===== src/tfa_pkg.sv =====
// Package for the transmit fault action block: fault indices, action codes, timing.
// Assumes one 50 MHz clock domain shared by all users.
package tfa_pkg;
  // Fault vector positions
  localparam int FLT_NO_CLK    = 0;
  localparam int FLT_SRC_READY = 1;
  localparam int FLT_SRC_VALID = 2;
  localparam int FLT_AIS_ALL   = 3;
  localparam int FLT_FRAME     = 4;
  localparam int FLT_DROP_AIS  = 5;
  localparam int FLT_CRC       = 6;
  localparam int FLT_BER       = 7;
  localparam int FLT_MF        = 8;
  localparam int FLT_PORTS     = 9;
  localparam int NUM_FLT       = 10;
  localparam int NUM_PORTS     = 4;

  // Frame alignment word error window for the BER check
  localparam int          BER_WINDOW_FAW = 1000;
  localparam int          BER_ERR_LIMIT  = 1;
  localparam logic [9:0]  BER_WIN_LAST   = 10'(BER_WINDOW_FAW - 1);
  localparam logic [9:0]  BER_ERR_MAX    = 10'(BER_ERR_LIMIT);

  // Clock loss watchdog: 1000 ns at 50 MHz, rounded down
  localparam int          CLK_PERIOD_NS  = 20;
  localparam int          CLK_LOSS_NS    = 1000;
  localparam logic [7:0]  CLK_LOSS_CYC   = 8'(CLK_LOSS_NS / CLK_PERIOD_NS);

  // Reset values
  localparam logic        FLAG_RST       = 1'b0;
  localparam logic [7:0]  CNT8_RST       = 8'h00;
  localparam logic [9:0]  CNT10_RST      = 10'h000;

  // Action bits per fault
  typedef struct packed {
    logic unit_relay;
    logic traffic_relay;
    logic deferred_relay;
    logic ter_ais;
    logic ter_frame_ba;
    logic ter_cas_ais;
    logic ter_cas_fixed;
    logic sat_mf_ba;
    logic sat_ais;
    logic sat_frame_ba;
    logic sat_cas_ais;
    logic carrier_mute;
    logic cts_off;
    logic rx_ready_off;
  } tfa_action_t;
endpackage : tfa_pkg


===== src/tfa_fault_if.sv =====
// Interface carrying the fault vector and merged actions between the modules.
// Assumes all three modules share the same clock.
`timescale 1ns/100ps
`default_nettype none
interface tfa_fault_if;
  import tfa_pkg::*;
  logic [NUM_FLT-1:0] fault;
  tfa_action_t        action;
  modport detect (output fault);
  modport map    (input fault, output action);
  modport use_it (input fault, input action);
endinterface : tfa_fault_if
`default_nettype wire


===== src/tfa_action_map.sv =====
// Maps each live fault onto its relay, terrestrial, satellite and line actions.
// Assumes faults are levels; actions are combinational and follow them.
`timescale 1ns/100ps
`default_nettype none
module tfa_action_map (
  tfa_fault_if.map    fi,
  // Options
  input  wire logic   mf_alarm_mode_in,
  input  wire logic   rts_carrier_ctl_in,
  input  wire logic   cas_fixed_sel_in
);
  import tfa_pkg::*;

  always_comb begin
    fi.action = '0;
    // Relays follow the fault directly, so release is automatic
    if (fi.fault[FLT_NO_CLK]) begin
      fi.action.traffic_relay = 1'b1;
      fi.action.ter_frame_ba  = 1'b1;
      fi.action.sat_ais       = 1'b1;
      fi.action.sat_cas_ais   = 1'b1;
    end
    if (fi.fault[FLT_SRC_READY]) begin
      fi.action.traffic_relay = 1'b1;
    end
    if (fi.fault[FLT_SRC_VALID]) begin
      fi.action.traffic_relay = 1'b1;
      fi.action.carrier_mute  = rts_carrier_ctl_in;
    end
    if (fi.fault[FLT_AIS_ALL] || fi.fault[FLT_FRAME]) begin
      fi.action.traffic_relay = 1'b1;
      fi.action.ter_frame_ba  = 1'b1;
      fi.action.sat_ais       = 1'b1;
      fi.action.sat_cas_ais   = 1'b1;
    end
    if (fi.fault[FLT_DROP_AIS] || fi.fault[FLT_BER]) begin
      fi.action.traffic_relay = 1'b1;
      fi.action.ter_frame_ba  = 1'b1;
      fi.action.sat_ais       = 1'b1;
    end
    if (fi.fault[FLT_CRC] || fi.fault[FLT_PORTS]) begin
      fi.action.traffic_relay = 1'b1;
    end
    if (fi.fault[FLT_MF]) begin
      fi.action.traffic_relay = 1'b1;
      fi.action.sat_cas_ais   = 1'b1;
      if (mf_alarm_mode_in) begin
        fi.action.sat_mf_ba = 1'b1;
      end else begin
        fi.action.ter_frame_ba = 1'b1;
      end
    end
    // Terrestrial AIS follows any fault that sends satellite AIS; CAS nibble forcing follows satellite CAS AIS
    fi.action.ter_ais = fi.action.sat_ais;
    if (fi.action.sat_cas_ais) begin
      fi.action.ter_cas_ais   = ~cas_fixed_sel_in;
      fi.action.ter_cas_fixed = cas_fixed_sel_in;
    end
    // Unit and deferred relays unused by these faults; flow control off for source faults
    fi.action.unit_relay     = 1'b0;
    fi.action.deferred_relay = 1'b0;
    fi.action.cts_off        = fi.fault[FLT_SRC_VALID];
    fi.action.rx_ready_off   = fi.fault[FLT_SRC_READY];
  end
endmodule : tfa_action_map
`default_nettype wire


===== src/tfa_fault_top.sv =====
// Top of the transmit fault action block: detectors, action map, output stage.
// Assumes sync, CRC and AIS indications come from the framer in the mclk_in domain.
`timescale 1ns/100ps
`default_nettype none
module tfa_fault_top (
  // Clock and reset
  input  wire logic                          mclk_in,
  input  wire logic                          rstn_in,
  // Source handshake and clock
  input  wire logic                          source_ready_line_in,
  input  wire logic                          source_valid_line_in,
  input  wire logic                          ext_clk_sel_in,
  input  wire logic                          ext_clk_edge_in,
  // Framer indications
  input  wire logic                          all_ones_in,
  input  wire logic                          drop_all_ones_in,
  input  wire logic                          frame_sync_in,
  input  wire logic                          crc_sync_in,
  input  wire logic                          mf_sync_in,
  input  wire logic                          faw_strobe_in,
  input  wire logic                          faw_error_in,
  input  wire logic [tfa_pkg::NUM_PORTS-1:0] port_sync_in,
  // Configuration
  input  wire logic                          drop_mux_on_in,
  input  wire logic                          insert_mux_on_in,
  input  wire logic                          mode_2048k_in,
  input  wire logic                          zero_overhead_in,
  input  wire logic                          crc_enable_in,
  input  wire logic                          cas_enable_in,
  input  wire logic                          crc_reframe_in,
  input  wire logic                          ais_alarm_en_in,
  input  wire logic                          thin_route_in,
  input  wire logic                          rs_enable_in,
  input  wire logic                          mf_alarm_mode_in,
  input  wire logic                          rts_carrier_ctl_in,
  input  wire logic                          cas_fixed_sel_in,
  // Relays
  output logic                               unit_relay_out,
  output logic                               traffic_relay_out,
  output logic                               deferred_relay_out,
  // Terrestrial actions
  output logic                               ter_ais_slots_out,
  output logic                               ter_ais_all_out,
  output logic                               ter_frame_ba_out,
  output logic                               ter_cas_ais_out,
  output logic                               ter_cas_fixed_out,
  // Satellite actions
  output logic                               sat_ais_out,
  output logic                               sat_ais_rs_out,
  output logic                               sat_frame_ba_out,
  output logic                               sat_mf_ba_out,
  output logic                               sat_cas_ais_out,
  // Line actions and status
  output logic                               carrier_mute_out,
  output logic                               cts_out,
  output logic                               rx_ready_output_out,
  output logic                               use_int_clk_out,
  output logic                               reframe_out,
  output logic [tfa_pkg::NUM_PORTS-1:0]      port_fault_out,
  output logic [tfa_pkg::NUM_FLT-1:0]        fault_out
);
  import tfa_pkg::*;

  tfa_fault_if fi ();

  logic       clk_lost_reg;
  logic [9:0] faw_cnt_reg;
  logic [9:0] faw_err_reg;
  logic       ber_bad_reg;
  logic       frame_seek;
  logic       crc_seek;
  logic       mf_seek;

  // Search qualifiers: outside these modes a lost frame, CRC or multiframe sync is not a fault
  assign frame_seek = drop_mux_on_in | mode_2048k_in;
  assign crc_seek   = (drop_mux_on_in | (mode_2048k_in & zero_overhead_in)) & crc_enable_in;
  assign mf_seek    = (drop_mux_on_in | (mode_2048k_in & zero_overhead_in)) & cas_enable_in;

  // Clock loss watchdog; one edge pulse restarts it
  tfa_clk_watch u_clk_watch (
    .mclk_in        (mclk_in),
    .rstn_in        (rstn_in),
    .enable_in      (ext_clk_sel_in),
    .edge_in        (ext_clk_edge_in),
    .lost_out       (clk_lost_reg)
  );

  // Error rate over a fixed window of frame alignment words
  always_ff @(posedge mclk_in) begin
    if (!rstn_in) begin
      faw_cnt_reg <= CNT10_RST;
      faw_err_reg <= CNT10_RST;
      ber_bad_reg <= FLAG_RST;
    end else if (!frame_seek) begin
      faw_cnt_reg <= CNT10_RST;
      faw_err_reg <= CNT10_RST;
      ber_bad_reg <= FLAG_RST;
    end else if (faw_strobe_in) begin
      if (faw_cnt_reg == BER_WIN_LAST) begin
        faw_cnt_reg <= CNT10_RST;
        faw_err_reg <= CNT10_RST;
        // More than one bad word in 1000 is worse than 1E-3
        ber_bad_reg <= (faw_err_reg + 10'(faw_error_in)) > BER_ERR_MAX;
      end else begin
        faw_cnt_reg <= faw_cnt_reg + 10'h001;
        if (faw_error_in && faw_err_reg != 10'h3ff) begin
          faw_err_reg <= faw_err_reg + 10'h001;
        end
      end
    end
  end

  // Fault vector: levels, so each clears with its cause
  always_comb begin
    fi.fault                = '0;
    fi.fault[FLT_NO_CLK]    = clk_lost_reg;
    fi.fault[FLT_SRC_READY] = ~source_ready_line_in;
    fi.fault[FLT_SRC_VALID] = ~source_valid_line_in;
    fi.fault[FLT_AIS_ALL]   = all_ones_in & ais_alarm_en_in;
    fi.fault[FLT_FRAME]     = frame_seek & (~frame_sync_in | (crc_reframe_in & crc_seek & ~crc_sync_in));
    fi.fault[FLT_DROP_AIS]  = drop_mux_on_in & drop_all_ones_in & ~all_ones_in;
    fi.fault[FLT_CRC]       = crc_seek & ~crc_sync_in;
    fi.fault[FLT_BER]       = ber_bad_reg;
    fi.fault[FLT_MF]        = mf_seek & frame_sync_in & ~mf_sync_in;
    fi.fault[FLT_PORTS]     = ~&port_sync_in;
  end

  tfa_action_map u_map (
    .fi                 (fi),
    .mf_alarm_mode_in   (mf_alarm_mode_in),
    .rts_carrier_ctl_in (rts_carrier_ctl_in),
    .cas_fixed_sel_in   (cas_fixed_sel_in)
  );

  // Relays and line actions, registered so outputs come from flops
  always_ff @(posedge mclk_in) begin
    if (!rstn_in) begin
      unit_relay_out      <= FLAG_RST;
      traffic_relay_out   <= FLAG_RST;
      deferred_relay_out  <= FLAG_RST;
      carrier_mute_out    <= FLAG_RST;
      cts_out             <= FLAG_RST;
      rx_ready_output_out <= FLAG_RST;
      use_int_clk_out     <= FLAG_RST;
      reframe_out         <= FLAG_RST;
    end else begin
      unit_relay_out      <= fi.action.unit_relay;
      traffic_relay_out   <= fi.action.traffic_relay;
      deferred_relay_out  <= fi.action.deferred_relay;
      carrier_mute_out    <= fi.action.carrier_mute;
      cts_out             <= ~fi.action.cts_off;
      rx_ready_output_out <= ~fi.action.rx_ready_off;
      use_int_clk_out     <= ~ext_clk_sel_in | clk_lost_reg;
      reframe_out         <= crc_reframe_in & crc_seek & ~crc_sync_in;
    end
  end

  // Terrestrial and satellite insertion actions
  always_ff @(posedge mclk_in) begin
    if (!rstn_in) begin
      ter_ais_slots_out <= FLAG_RST;
      ter_ais_all_out   <= FLAG_RST;
      ter_frame_ba_out  <= FLAG_RST;
      ter_cas_ais_out   <= FLAG_RST;
      ter_cas_fixed_out <= FLAG_RST;
      sat_ais_out       <= FLAG_RST;
      sat_ais_rs_out    <= FLAG_RST;
      sat_frame_ba_out  <= FLAG_RST;
      sat_mf_ba_out     <= FLAG_RST;
      sat_cas_ais_out   <= FLAG_RST;
    end else begin
      // Insert mode limits AIS to its slots unless thin route spoofing wants the whole bearer
      ter_ais_slots_out <= fi.action.ter_ais & insert_mux_on_in & ~thin_route_in;
      ter_ais_all_out   <= fi.action.ter_ais & (~insert_mux_on_in | thin_route_in);
      ter_frame_ba_out  <= fi.action.ter_frame_ba;
      ter_cas_ais_out   <= fi.action.ter_cas_ais;
      ter_cas_fixed_out <= fi.action.ter_cas_fixed;
      sat_ais_out       <= fi.action.sat_ais;
      sat_ais_rs_out    <= fi.action.sat_ais & rs_enable_in;
      sat_frame_ba_out  <= fi.action.sat_frame_ba;
      sat_mf_ba_out     <= fi.action.sat_mf_ba;
      sat_cas_ais_out   <= fi.action.sat_cas_ais;
    end
  end

  // Status reporting
  always_ff @(posedge mclk_in) begin
    if (!rstn_in) begin
      port_fault_out <= '0;
      fault_out      <= '0;
    end else begin
      port_fault_out <= ~port_sync_in;
      fault_out      <= fi.fault;
    end
  end
endmodule : tfa_fault_top
`default_nettype wire


===== src/clk_watch.sv =====
// Watchdog that flags a missing external transmit clock.
// Assumes edge_in is a one-cycle pulse per external clock edge, synchronous to mclk_in.
`timescale 1ns/100ps
`default_nettype none
module tfa_clk_watch (
  input  wire logic mclk_in,
  input  wire logic rstn_in,
  input  wire logic enable_in,
  input  wire logic edge_in,
  output logic      lost_out
);
  import tfa_pkg::*;

  logic [7:0] cnt_reg;

  always_ff @(posedge mclk_in) begin
    if (!rstn_in || !enable_in || edge_in) begin
      cnt_reg  <= CNT8_RST;
      lost_out <= FLAG_RST;
    end else if (cnt_reg == CLK_LOSS_CYC) begin
      lost_out <= 1'b1;
    end else begin
      cnt_reg <= cnt_reg + 8'h01;
    end
  end
endmodule : tfa_clk_watch
`default_nettype wire


===== config.mk =====
export PLATFORM = sky130hd
export DESIGN_NAME = tfa_fault_top
export DESIGN_NICKNAME = d
export VERILOG_FILES = /design/src/tfa_pkg.sv /design/src/tfa_fault_if.sv /design/src/tfa_action_map.sv /design/src/tfa_fault_top.sv /design/src/clk_watch.sv
export SDC_FILE = /design/constraint.sdc
export NUM_CORES = 1
export LEC_CHECK = 0
export ABC_AREA = 1
export BUFFER_PORTS_ARGS = -buffer_cell sky130_fd_sc_hd__buf_4
export CAP_MARGIN = 25
export CORE_MARGIN = 2
export CORE_UTILIZATION = 50
export CTS_CLUSTER_SIZE = 14
export DETAILED_ROUTE_END_ITERATION = 10
export GPL_ROUTABILITY_DRIVEN = 0
export GPL_TIMING_DRIVEN = 0
export PLACE_DENSITY = 0.75
export SYNTH_ARGS = -nofsm -noshare
export SYNTH_HDL_FRONTEND = slang
export SYNTH_SLANG_ARGS = --single-unit

===== constraint.sdc =====
create_clock -name mclk_in -period 4 [get_ports mclk_in]
set_clock_uncertainty 0.05 [all_clocks]
set_input_delay 0 -clock mclk_in [delete_from_list [all_inputs] [get_ports mclk_in]]
set_output_delay 0 -clock mclk_in [all_outputs]
set_load 0.005 [all_outputs]

# Word-level counts from Yosys, hierarchy flattened

Index checks and enable logic that the tools add are counted.

Memories: 0
Bits in latches: 0
Bits in registers: 59
Output and inout port bits: 32
Bits in writable memories: 0
Bits in read-only memories: 0

Div/mod/pow operators: 0
Magnitude comparators: 1
Bitwise operators: 33
Eq/ne operators: 3
Add/subtract/negate cells: 4
$mul: 0
Muxes and demuxes: 16
Reduce and logical (&&, ||, !) cells: 17
Shift operators: 0

Operator list:

| operator                | count |
|---|---|
| $mux W10                | 3 |
| $add A10 B1 Y10 const B | 2 |
| $and A1 B1 Y1           | 16 |
| $mux W1                 | 13 |
| $not A1 Y1              | 11 |
| $add A10 B1 Y10         | 1 |
| $eq A10 B10 Y1 const B  | 1 |
| $gt A10 B1 Y1 const B   | 1 |
| $ne A10 B10 Y1 const B  | 1 |
| $reduce_and A2 Y1       | 5 |
| $add A8 B1 Y8 const B   | 1 |
| $eq A8 B6 Y1 const B    | 1 |
| $logic_or A1 B1 Y1      | 5 |
| $or A1 B1 Y1            | 5 |
| $not A4 Y4              | 1 |
| $reduce_and A4 Y1       | 1 |
| $logic_not A1 Y1        | 3 |
| $reduce_bool A2 Y1      | 1 |
| $reduce_or A2 Y1        | 1 |
| $logic_and A1 B1 Y1     | 1 |

# Depth between registers and ports, before layout

Gate-level depths: netlist of run 1.

Word-level depth: 12
Mapped depth: 12
Mapped depth without buffers: 12

# Cells and area by module

A second synthesis of run 1 with hierarchy kept.

Cell total of the unflattened synthesis: 415
Area total of the unflattened synthesis: 2847.7 um2

By module, submodules not included:

| module         | instances | cells each | area each (um2) | seq. area each (um2) |
|---|---|---|---|---|
| tfa_fault_top  | 1         | 311        | 2227.1          | 1061.0 |
| tfa_clk_watch  | 1         | 69         | 457.9           | 180.2 |
| tfa_action_map | 1         | 35         | 162.7           | 0.0 |

# Worst setup path before layout of run 1

OpenSTA, ideal clock, no wires.

Kind: register to register
From: reg faw_err_reg[0]
To: reg ber_bad_reg
Period minus slack after synthesis: 1.596 ns
Slack: 2.404 ns
Arrival time: 1.429 ns
Cell stages (with the launch flop): 10
Cell sequence: dfxtp_1 ha_1 ha_1 nand3_1 o21ai_0 nand2_1 nor2_1 nand3_1 nor2_1 nor2_1

Word-level cells in the longest chain between the ends: 2

Ends and longest elaborated chain:

| item                     | line                 | RTL |
|---|---|---|
| start: declaration       | tfa_fault_top.sv:68  | `logic [9:0] faw_err_reg;` |
| start signal: assignment | tfa_fault_top.sv:107 | `faw_err_reg <= faw_err_reg + 10'h001;` |
| $add A10 B1 Y10          | tfa_fault_top.sv:103 | `ber_bad_reg <= (faw_err_reg + 10'(faw_error_in)) > BER_ERR_MAX;` |
| $gt A10 B1 Y1            | tfa_fault_top.sv:103 |  |
| end signal: assignment   | tfa_fault_top.sv:103 |  |
| end: declaration         | tfa_fault_top.sv:69  | `logic ber_bad_reg;` |

No other way between the ends.
A chain may end at the register's enable or synchronous reset.

# Worst setup path after layout of run 1

Same ends and word-level chain as after synthesis.

==> impl_metrics.py, run 1 <==
metrics = {
    "run_status": {
        "status": "completed",
    },
    "floorplanning": {
        "initial_core_util_pct": 51.7,
        "die_w_um": 76.4,
        "die_y_um": 76.4,
        "core.rowCount": 26,
        "ios": 62,
        "die-area_um2": 5840,
        "core-area_um2": 5070,
    },
    "final_layout": {
        "syn2layout_area_growth_pct": 37.6,
        "final_util_pct": 71.1,
        "fin_area_um2": 3610,
        "diodes": 0,
        "fillers": 386,
        "drive_above_1_share_pct": 22.7,
        "fin_nets": 480,
    },
    "grt": {
        "grt_pass1_wl_um": 10700,
        "first_global_vias": 2383,
        "top_usage_layer": "met2",
        "grt_max_degree": 11,
        "grt_use_met1_pct": 26.0,
        "antenna_found_initial": 0,
        "grtUsageMet3_pct": 5.21,
        "grt_usage_pct": 22.8,
        "use_met2_pct": 39.1,
        "grt-ovfl-total": 0,
    },
    "setup_path": {
        "rr_worst_depth": 9,
        "regToRegStartpoint": "faw_err_reg[0]$_SDFFE_PN0P_",
        "end_kind": "flip-flop",
        "cp.required_ps": 4180,
        "worstSetupPathType": "reg2reg",
        "setup.worst_path.start_class": "flip-flop",
        "crit_arrival_ps": 2160,
        "reg2reg_slack_ps": 2010,
        "reg2reg_to": "ber_bad_reg$_SDFFE_PN0P_",
        "cp_max_fo": 9,
    },
    "clock_network": {
        "cts_buffers": 9,
        "clkLatencyLatePin_ps": 340,
        "cts.sinks": 59,
        "cts_buffer_depth": 2,
        "clk_pin_slew_ps": 70,
        "post-cts-setup-buffers": 0,
        "post_cts_resized": 0,
        "htree_levels": 3,
        "hold_buffers": 26,
        "root_buffer": "clkbuf_8",
        "cts_tree": "yes",
    },
    "synthesis": {
        "yosys-top-cells-area": "dfxtp_1 45%, nand2_1 10%, nor2_1 7.9%",
        "dominantRegCellSynth": "dfxtp_1",
        "synth-edff-count": 0,
        "syn_area_um2": 2620,
        "ys_ff_latch": 59,
        "async_flop_share_pct": 0,
        "synth_area_per_cell_um2": 7.54,
        "ys_seq_area_share_pct": 45.0,
        "post_synth_num_cell_types": 33,
        "synth_most_common_cell": "nand2_1",
        "synth_common_cells": "71 x nand2_1, 59 x dfxtp_1, 55 x nor2_1",
        "synth_warnings": 0,
        "synth_cells": 348,
        "synth_top_area_share_pct": 45.0,
        "synth_area_leader_cell": "dfxtp_1",
    },
    "power": {
        "power.density_nw_per_um2": 358,
        "finalPower_w": 0.00129,
        "max-vdd-ir-drop_mv": 0.307,
        "leakage_nw": 1.63,
    },
    "min_path": {
        "min-delay-start": "mode_2048k_in",
        "hold_path.class": "in2reg",
        "hold_depth": 3,
        "hold_end": "fault_out[4]$_SDFF_PN0_",
    },
    "drt": {
        "routedWlPerCell_um": 12.5,
        "vias": 2535,
        "via_per_inst": 4.88,
        "drt_wl_total_um": 6470,
        "drtAntennaViolNets": 0,
        "drt-initial-drc-count": 140,
        "first_pass_iters": 5,
        "drc_errors": 0,
    },
    "sta": {
        "final_hold_viol_count": 0,
        "period_share_pct": 49.7,
        "fin_crit_ps": 1990,
        "hold_slack_ps": 29.6,
        "max_freq_mhz": 503,
        "tns_ps": 0,
        "final-max-slew-violation-count": 0,
        "rsz0062_at_grt": "false",
        "setup_viol": 0,
    },
    "placement": {
        "place_area_um2": 3150,
        "portBuffers": 57,
        "place_hpwl_um": 4270,
    },
    "job": {
        "max_cap_viol_count": 0,
    },
}
[per-stage QoR]
| step | std cells | setup WS [ps] |
|---|---|---|
| 6_report | 519 | 2010 |
| 5_1_grt | 519 | 1880 |
| 4_1_cts | 519 | 2060 |
| 3_5_place_dp | 477 | 2070 |
| 3_3_place_gp | 477 | 2090 |
| 2_1_floorplan | 350 | 2400 |
[layout make-up]
cell class / count / area, um^2 / area share [%]
flip-flops and latches: 59 / 1180 / 32.7
repair buffers: 83 / 688 / 19.1
well taps: 70 / 87.6 / 2.43
inverters: 47 / 176 / 4.89
clock buffers: 12 / 155 / 4.30
clock inverters: 4 / 48.8 / 1.35
multi-input cells: 237 / 1220 / 33.9
plain buffers: 7 / 50.0 / 1.39
[routing by layer]
metal,routed length [um],up-vias
met5,0,-
met2,3110,89
met3,365,23
met1,2780,1138
met4,216,0
li1,-,1285
[kinds of logic (layout without fill, tap and decap cells)]
| group | Yosys count | count (layout) | synth area share, % |
|---|---|---|---|
| and+or+nand+nor | 182 | 182 | 32.1 |
| DFF | 59 | 59 | 45.0 |
| buffers and inverters | 54 | 153 | 8.64 |
| AOI/OAI and AO/OA | 35 | 35 | 7.54 |
| xor gates and xnor gates | 11 | 11 | 3.67 |
| adders and majority gates | 6 | 6 | 2.86 |
| other | 1 | 3 | 0.143 |
[worst max path at each step]
stage | start | to | slack [ps] | cells past startpoint
after floorplan | faw_err_reg[0]$_SDFFE_PN0P_ | ber_bad_reg$_SDFFE_PN0P_ | 2400 | 9
after global placement | faw_err_reg[0]$_SDFFE_PN0P_ | ber_bad_reg$_SDFFE_PN0P_ | 2090 | 9
after detailed placement | faw_err_reg[0]$_SDFFE_PN0P_ | ber_bad_reg$_SDFFE_PN0P_ | 2070 | 9
after CTS | faw_err_reg[0]$_SDFFE_PN0P_ | ber_bad_reg$_SDFFE_PN0P_ | 2060 | 9
after global routing | faw_err_reg[0]$_SDFFE_PN0P_ | ber_bad_reg$_SDFFE_PN0P_ | 1880 | 9
final | faw_err_reg[0]$_SDFFE_PN0P_ | ber_bad_reg$_SDFFE_PN0P_ | 2010 | 9
[report_power, final]
group          switching, W  leakage (nW)  internal (W)  total (W)
clock              0.000235         0.106      0.000321   0.000555
combinational     0.0000558          1.04     0.0000673   0.000123
sequential       0.00000774         0.482      0.000605   0.000612
[worst max-delay path, stage by stage, from the launching register on]
cell and delay (ps):
dfxtp_1 540, ha_1 290, ha_1 240, nand3_1 140
o21ai_0 220, nand2_1 80, nor2_1 90, nand3_1 80
nor2_1 90, nor2_1 50
[placed cells by master, fill, tap and decap left out, types with 11 or more instances in the layout]
cell	n
nand2_1	71
a21oi_1	15
nand4_1	12
nor2_1	55
clkbuf_8	11
dlygate4sd3_1	26
dfxtp_1	59
inv_1	45
buf_4	61
nand3_1	15
o21ai_0	14
No activity file was read; power rests on OpenSTA's default activity.
==> inputs of run 2 (changes only) <==
- CORE_UTILIZATION: 50 -> 48
- clock period: 4 -> 1.6 ns (I/O delays scaled with it)
==> impl_metrics.py, run 2 (synthesis gave the netlist of run 1 again) <==
metrics = {
    "run_status": {
        "status": "finished with violations",
        "violations": "setup timing",
    },
    "power": {
        "power.density_nw_per_um2": 937,
        "finalPower_w": 0.00356,
        "leakage_nw": 1.69,
        "max-vdd-ir-drop_mv": 0.602,
    },
    "final_layout": {
        "final_cell_mix": "69 x nand2_1, 65 x buf_4, 55 x dfxtp_1, 53 x nor2_1, 44 x inv_1",
        "regArea_um2": 1190,
        "drive_above_1_share_pct": 26.9,
        "multi_input_area_um2": 1270,
        "diodes": 0,
        "fillers": 390,
        "fin_nets": 488,
        "syn2layout_area_growth_pct": 44.8,
        "final_common_cell": "nand2_1",
        "final_util_pct": 73.0,
    },
    "sta": {
        "period_share_pct": 100,
        "final-max-slew-violation-count": 0,
        "fin_crit_ps": 1600,
        "rsz0062_at_grt": "true",
        "setup_slack_ps": -2.49,
        "final_hold_viol_count": 0,
        "setup_viol": 2,
        "max_freq_mhz": 624,
    },
    "placement": {
        "place_hpwl_um": 4180,
        "portBuffers": 57,
    },
    "clock_network": {
        "cts_buffers": 9,
        "cts_tree": "yes",
        "clkLatencyLatePin_ps": 340,
        "htree_levels": 3,
        "clk_pin_slew_ps": 70,
        "root_buffer": "clkbuf_8",
        "cts.sinks": 59,
        "cts_buffer_depth": 2,
    },
    "drt": {
        "routedWlPerCell_um": 12.6,
        "via_per_inst": 4.84,
        "drtAntennaViolNets": 0,
        "first_pass_iters": 4,
        "drc_errors": 0,
        "drt_wl_total_um": 6660,
        "vias": 2552,
        "drt-initial-drc-count": 130,
    },
    "setup_path": {
        "regToRegStartpoint": "faw_cnt_reg[0]$_SDFFE_PN0P_",
        "setup.worst_path.start_class": "flip-flop",
        "crit_start": "faw_cnt_reg[0]$_SDFFE_PN0P_",
        "crit_path_cell_trace": "ha_2 -> inv_1 -> nor3_2 -> nand4_2 -> nand2_4 -> buf_4 -> nand2_1 -> o21ai_0 -> nor2_1",
        "cp_max_fo": 6,
        "cpMaxStageDelayCell": "dfxtp_2",
        "worstSetupPathType": "reg2reg",
        "crit_arrival_ps": 1780,
        "end_kind": "flip-flop",
        "cp.required_ps": 1780,
        "max_stage_delay_ps": 350,
        "rr_worst_depth": 9,
    },
    "grt": {
        "grt_pass1_wl_um": 11300,
        "grt_usage_pct": 23.3,
        "grt-ovfl-total": 0,
        "antenna_found_initial": 0,
        "grt_max_degree": 12,
        "first_global_vias": 2500,
    },
    "floorplanning": {
        "core.rowCount": 26,
        "ios": 62,
        "die_y_um": 77.9,
        "die-area_um2": 6070,
        "die_w_um": 77.9,
        "core-area_um2": 5200,
        "initial_core_util_pct": 50.4,
    },
    "job": {
        "max_cap_viol_count": 0,
    },
    "min_path": {
        "hold_depth": 5,
        "hold_path.class": "in2reg",
        "min-delay-start": "cas_enable_in",
    },
}
## run 2: cell types whose count changed in the layout (fill, tap and decap cells not counted), moves of 3 or more
cell | before | now
buf_4 | 61 | 65
dfxtp_1 | 59 | 55
dlygate4sd3_1 | 26 | 29
dfxtp_2 | 0 | 3
ha_1 | 6 | 2
## run 2: path summary, 6_finish.rpt
kind                                                     to  slack, ps
worst max-delay path            faw_err_reg[2]$_SDFFE_PN0P_         -2
worst min-delay path                fault_out[8]$_SDFF_PN0_         40
worst max register to register  faw_err_reg[2]$_SDFFE_PN0P_         -2
worst min register to register      fault_out[7]$_SDFF_PN0_        400
## run 2: cell type report
class                      instances  share of cell area (%)
buffer                             7                    1.42
clock buffer                      10                    3.62
tap                               70                    2.31
multi-input combinational        237                    33.4
timing repair buffer              91                    20.4
inverter                          47                    4.64
sequential                        59                    31.3
clock inverter                     6                    2.93
## run 2: critical path, delay by kind of cell (launching register included)
kind	cells	cell delay, ps
buffers and inverters	2	200
DFF	1	350
adders and majority gates	1	170
and+or+nand+nor	5	600
AOI/OAI and AO/OA	1	130
## run 2: metal layers
| metal | up-vias | part of all wire, % | GRT usage [%] |
|---|---|---|---|
| met5 | - | 0 | 0 |
| met4 | 0 | 1.8 | 8.77 |
| met3 | 10 | 5.3 | 6.16 |
| met2 | 81 | 49 | 39.5 |
| met1 | 1151 | 44 | 28.4 |
| li1 | 1310 | - | - |
## run 2: repair_timing
| item | in CTS | in global routing |
|---|---|---|
| gates resized for setup | 8 | 12 |
| endpoints found under the setup margin | 11 | 12 |
| hold buffers | 29 | 0 |
| cloned | 0 | 1 |
| hold endpoints to repair | 33 | 0 |
| buffers inserted | 0 | 4 |
| pin swaps | 0 | 10 |
## run 2: through the flow
step | worst slack [ps] | TNS, ps | area [um^2] | cells | hold WS, ps
floorplan | 3.92 | 0 | 2630 | 350 | 22.4
global placement | -236 | -1900 | 3150 | 477 | 116
detailed placement | -281 | -2050 | 3150 | 477 | 119
CTS | 1.54 | 0 | 3720 | 522 | 7.20
global route | -178 | -840 | 3800 | 527 | 52.7
finish | -2.49 | -4.09 | 3800 | 527 | 42.2
## run 2: where the power goes
| part | switching, W | leakage [nW] | internal [W] |
|---|---|---|---|
| logic | 0.000143 | 1.08 | 0.000189 |
| registers | 0.0000202 | 0.484 | 0.00151 |
| clock network | 0.000615 | 0.123 | 0.00108 |
| total | 0.000779 | 1.69 | 0.00278 |
==> inputs of run 3 (changes only) <==
- SKIP_LAST_GASP: not set -> 1
==> impl_metrics.py, run 3 (synthesis gave the netlist of run 1 again) <==
metrics = {
    "drt": {
        "drt-initial-drc-count": 146,
        "drt_wl_total_um": 6600,
        "first_pass_iters": 4,
        "via_per_inst": 4.80,
        "routedWlPerCell_um": 12.5,
        "drc_errors": 0,
        "drtAntennaViolNets": 0,
        "vias": 2540,
    },
    "min_path": {
        "hold_path.class": "in2reg",
    },
    "sta": {
        "tns_ps": -2.60,
        "final_hold_viol_count": 0,
        "period_share_pct": 100,
        "max_freq_mhz": 624,
        "rsz0062_at_grt": "true",
        "setup_viol": 1,
        "final-max-slew-violation-count": 0,
        "fin_crit_ps": 1600,
        "setup_slack_ps": -2.60,
    },
    "grt": {
        "grt_use_met1_pct": 28.1,
        "grt_pass1_wl_um": 11300,
        "use_met2_pct": 39.7,
        "grt_max_degree": 12,
        "top_usage_layer": "met2",
        "first_global_vias": 2511,
        "grt-ovfl-total": 0,
        "grt_usage_pct": 23.3,
        "antenna_found_initial": 0,
        "grtUsageMet3_pct": 6.16,
    },
    "clock_network": {
        "clkLatencyLatePin_ps": 340,
        "cts_tree": "yes",
        "htree_levels": 3,
        "cts.sinks": 59,
        "cts_buffers": 9,
        "root_buffer": "clkbuf_8",
        "cts_buffer_depth": 2,
        "clk_pin_slew_ps": 80,
    },
    "setup_path": {
        "crit_arrival_ps": 1780,
        "setup.worst_path.start_class": "flip-flop",
        "end_kind": "flip-flop",
        "cp_max_fo": 6,
        "cp.required_ps": 1780,
        "worstSetupPathType": "reg2reg",
    },
    "final_layout": {
        "diodes": 0,
        "fin_nets": 490,
        "final_cell_mix": "69 x nand2_1, 67 x buf_4, 55 x dfxtp_1, 53 x nor2_1, 44 x inv_1",
        "fillers": 388,
        "drive_above_1_share_pct": 27.0,
        "final_common_cell": "nand2_1",
        "fin_area_um2": 3810,
        "syn2layout_area_growth_pct": 45.3,
    },
    "power": {
        "power.density_nw_per_um2": 935,
        "finalPower_w": 0.00356,
        "max-vdd-ir-drop_mv": 0.602,
        "leakage_nw": 1.70,
    },
    "floorplanning": {
        "die_w_um": 77.9,
        "ios": 62,
        "core.rowCount": 26,
        "initial_core_util_pct": 50.4,
        "die_y_um": 77.9,
        "die-area_um2": 6070,
        "core-area_um2": 5200,
    },
    "placement": {
        "place_hpwl_um": 4180,
        "dp_slack_ps": -281,
        "portBuffers": 57,
        "place_area_um2": 3150,
    },
    "job": {
        "max_cap_viol_count": 0,
    },
    "run_status": {
        "violations": "setup timing",
        "status": "finished with violations",
    },
}
[run 3: area by class of cell]
type	count	area (um^2)	share of cell area (%)
Clock buffer	10	138	3.61
Tap cell	70	87.6	2.30
Inverter	47	176	4.63
Timing Repair Buffer	93	788	20.7
Sequential cell	59	1190	31.2
Clock inverter	6	111	2.92
Multi-Input combinational cell	237	1270	33.2
Buffer	7	53.8	1.41
[run 3: path summary, 6_finish.rpt]
| kind | cells after the start | to | slack [ps] | startpoint |
|---|---|---|---|---|
| worst min-delay path | 5 | fault_out[8]$_SDFF_PN0_ | 50 | cas_enable_in |
| worst max-delay path | 9 | faw_err_reg[2]$_SDFFE_PN0P_ | -3 | faw_cnt_reg[1]$_SDFFE_PN0P_ |
| worst min register to register | 2 | fault_out[7]$_SDFF_PN0_ | 400 | ber_bad_reg$_SDFFE_PN0P_ |
| worst max register to register | 9 | faw_err_reg[2]$_SDFFE_PN0P_ | -3 | faw_cnt_reg[1]$_SDFFE_PN0P_ |
[run 3: report_power, final]
part           switching [W]  internal [W]
clock network       0.000616       0.00108
registers          0.0000200       0.00151
logic               0.000144      0.000192
[run 3: stage by stage]
stage | util (%) | cells | hold WS, ps
CTS | 71.2 | 522 | 7.20
detailed placement | 60.4 | 477 | 119
finish | 73.2 | 529 | 45.4
floorplan | - | 350 | 22.4
global placement | 60.4 | 477 | 116
global route | 73.2 | 529 | 52.7
[run 3: critical path: stages (launching register included)]
cell,delay [ps]
dfxtp_2,350
ha_2,180
inv_1,70
nor3_2,130
nand4_2,200
nand2_4,170
buf_4,130
nand2_1,40
o21ai_0,130
nor2_1,50
[run 3: routing by layer]
layer  vias to the layer above  part of all wire (%)
li1                       1307                     -
met1                      1155                    44
met2                        68                    49
met3                        10                   4.8
met4                         0                   1.8
met5                         -                     0
[run 3: what timing repair did]
action / CTS / global route
hold buffers: 29 / 0
buffers inserted: 0 / 6
gates resized for setup: 7 / 12
endpoints found under the hold margin: 33 / 0
gates cloned: 0 / 1
pin swaps: 0 / 10
setup endpoints to repair: 11 / 12
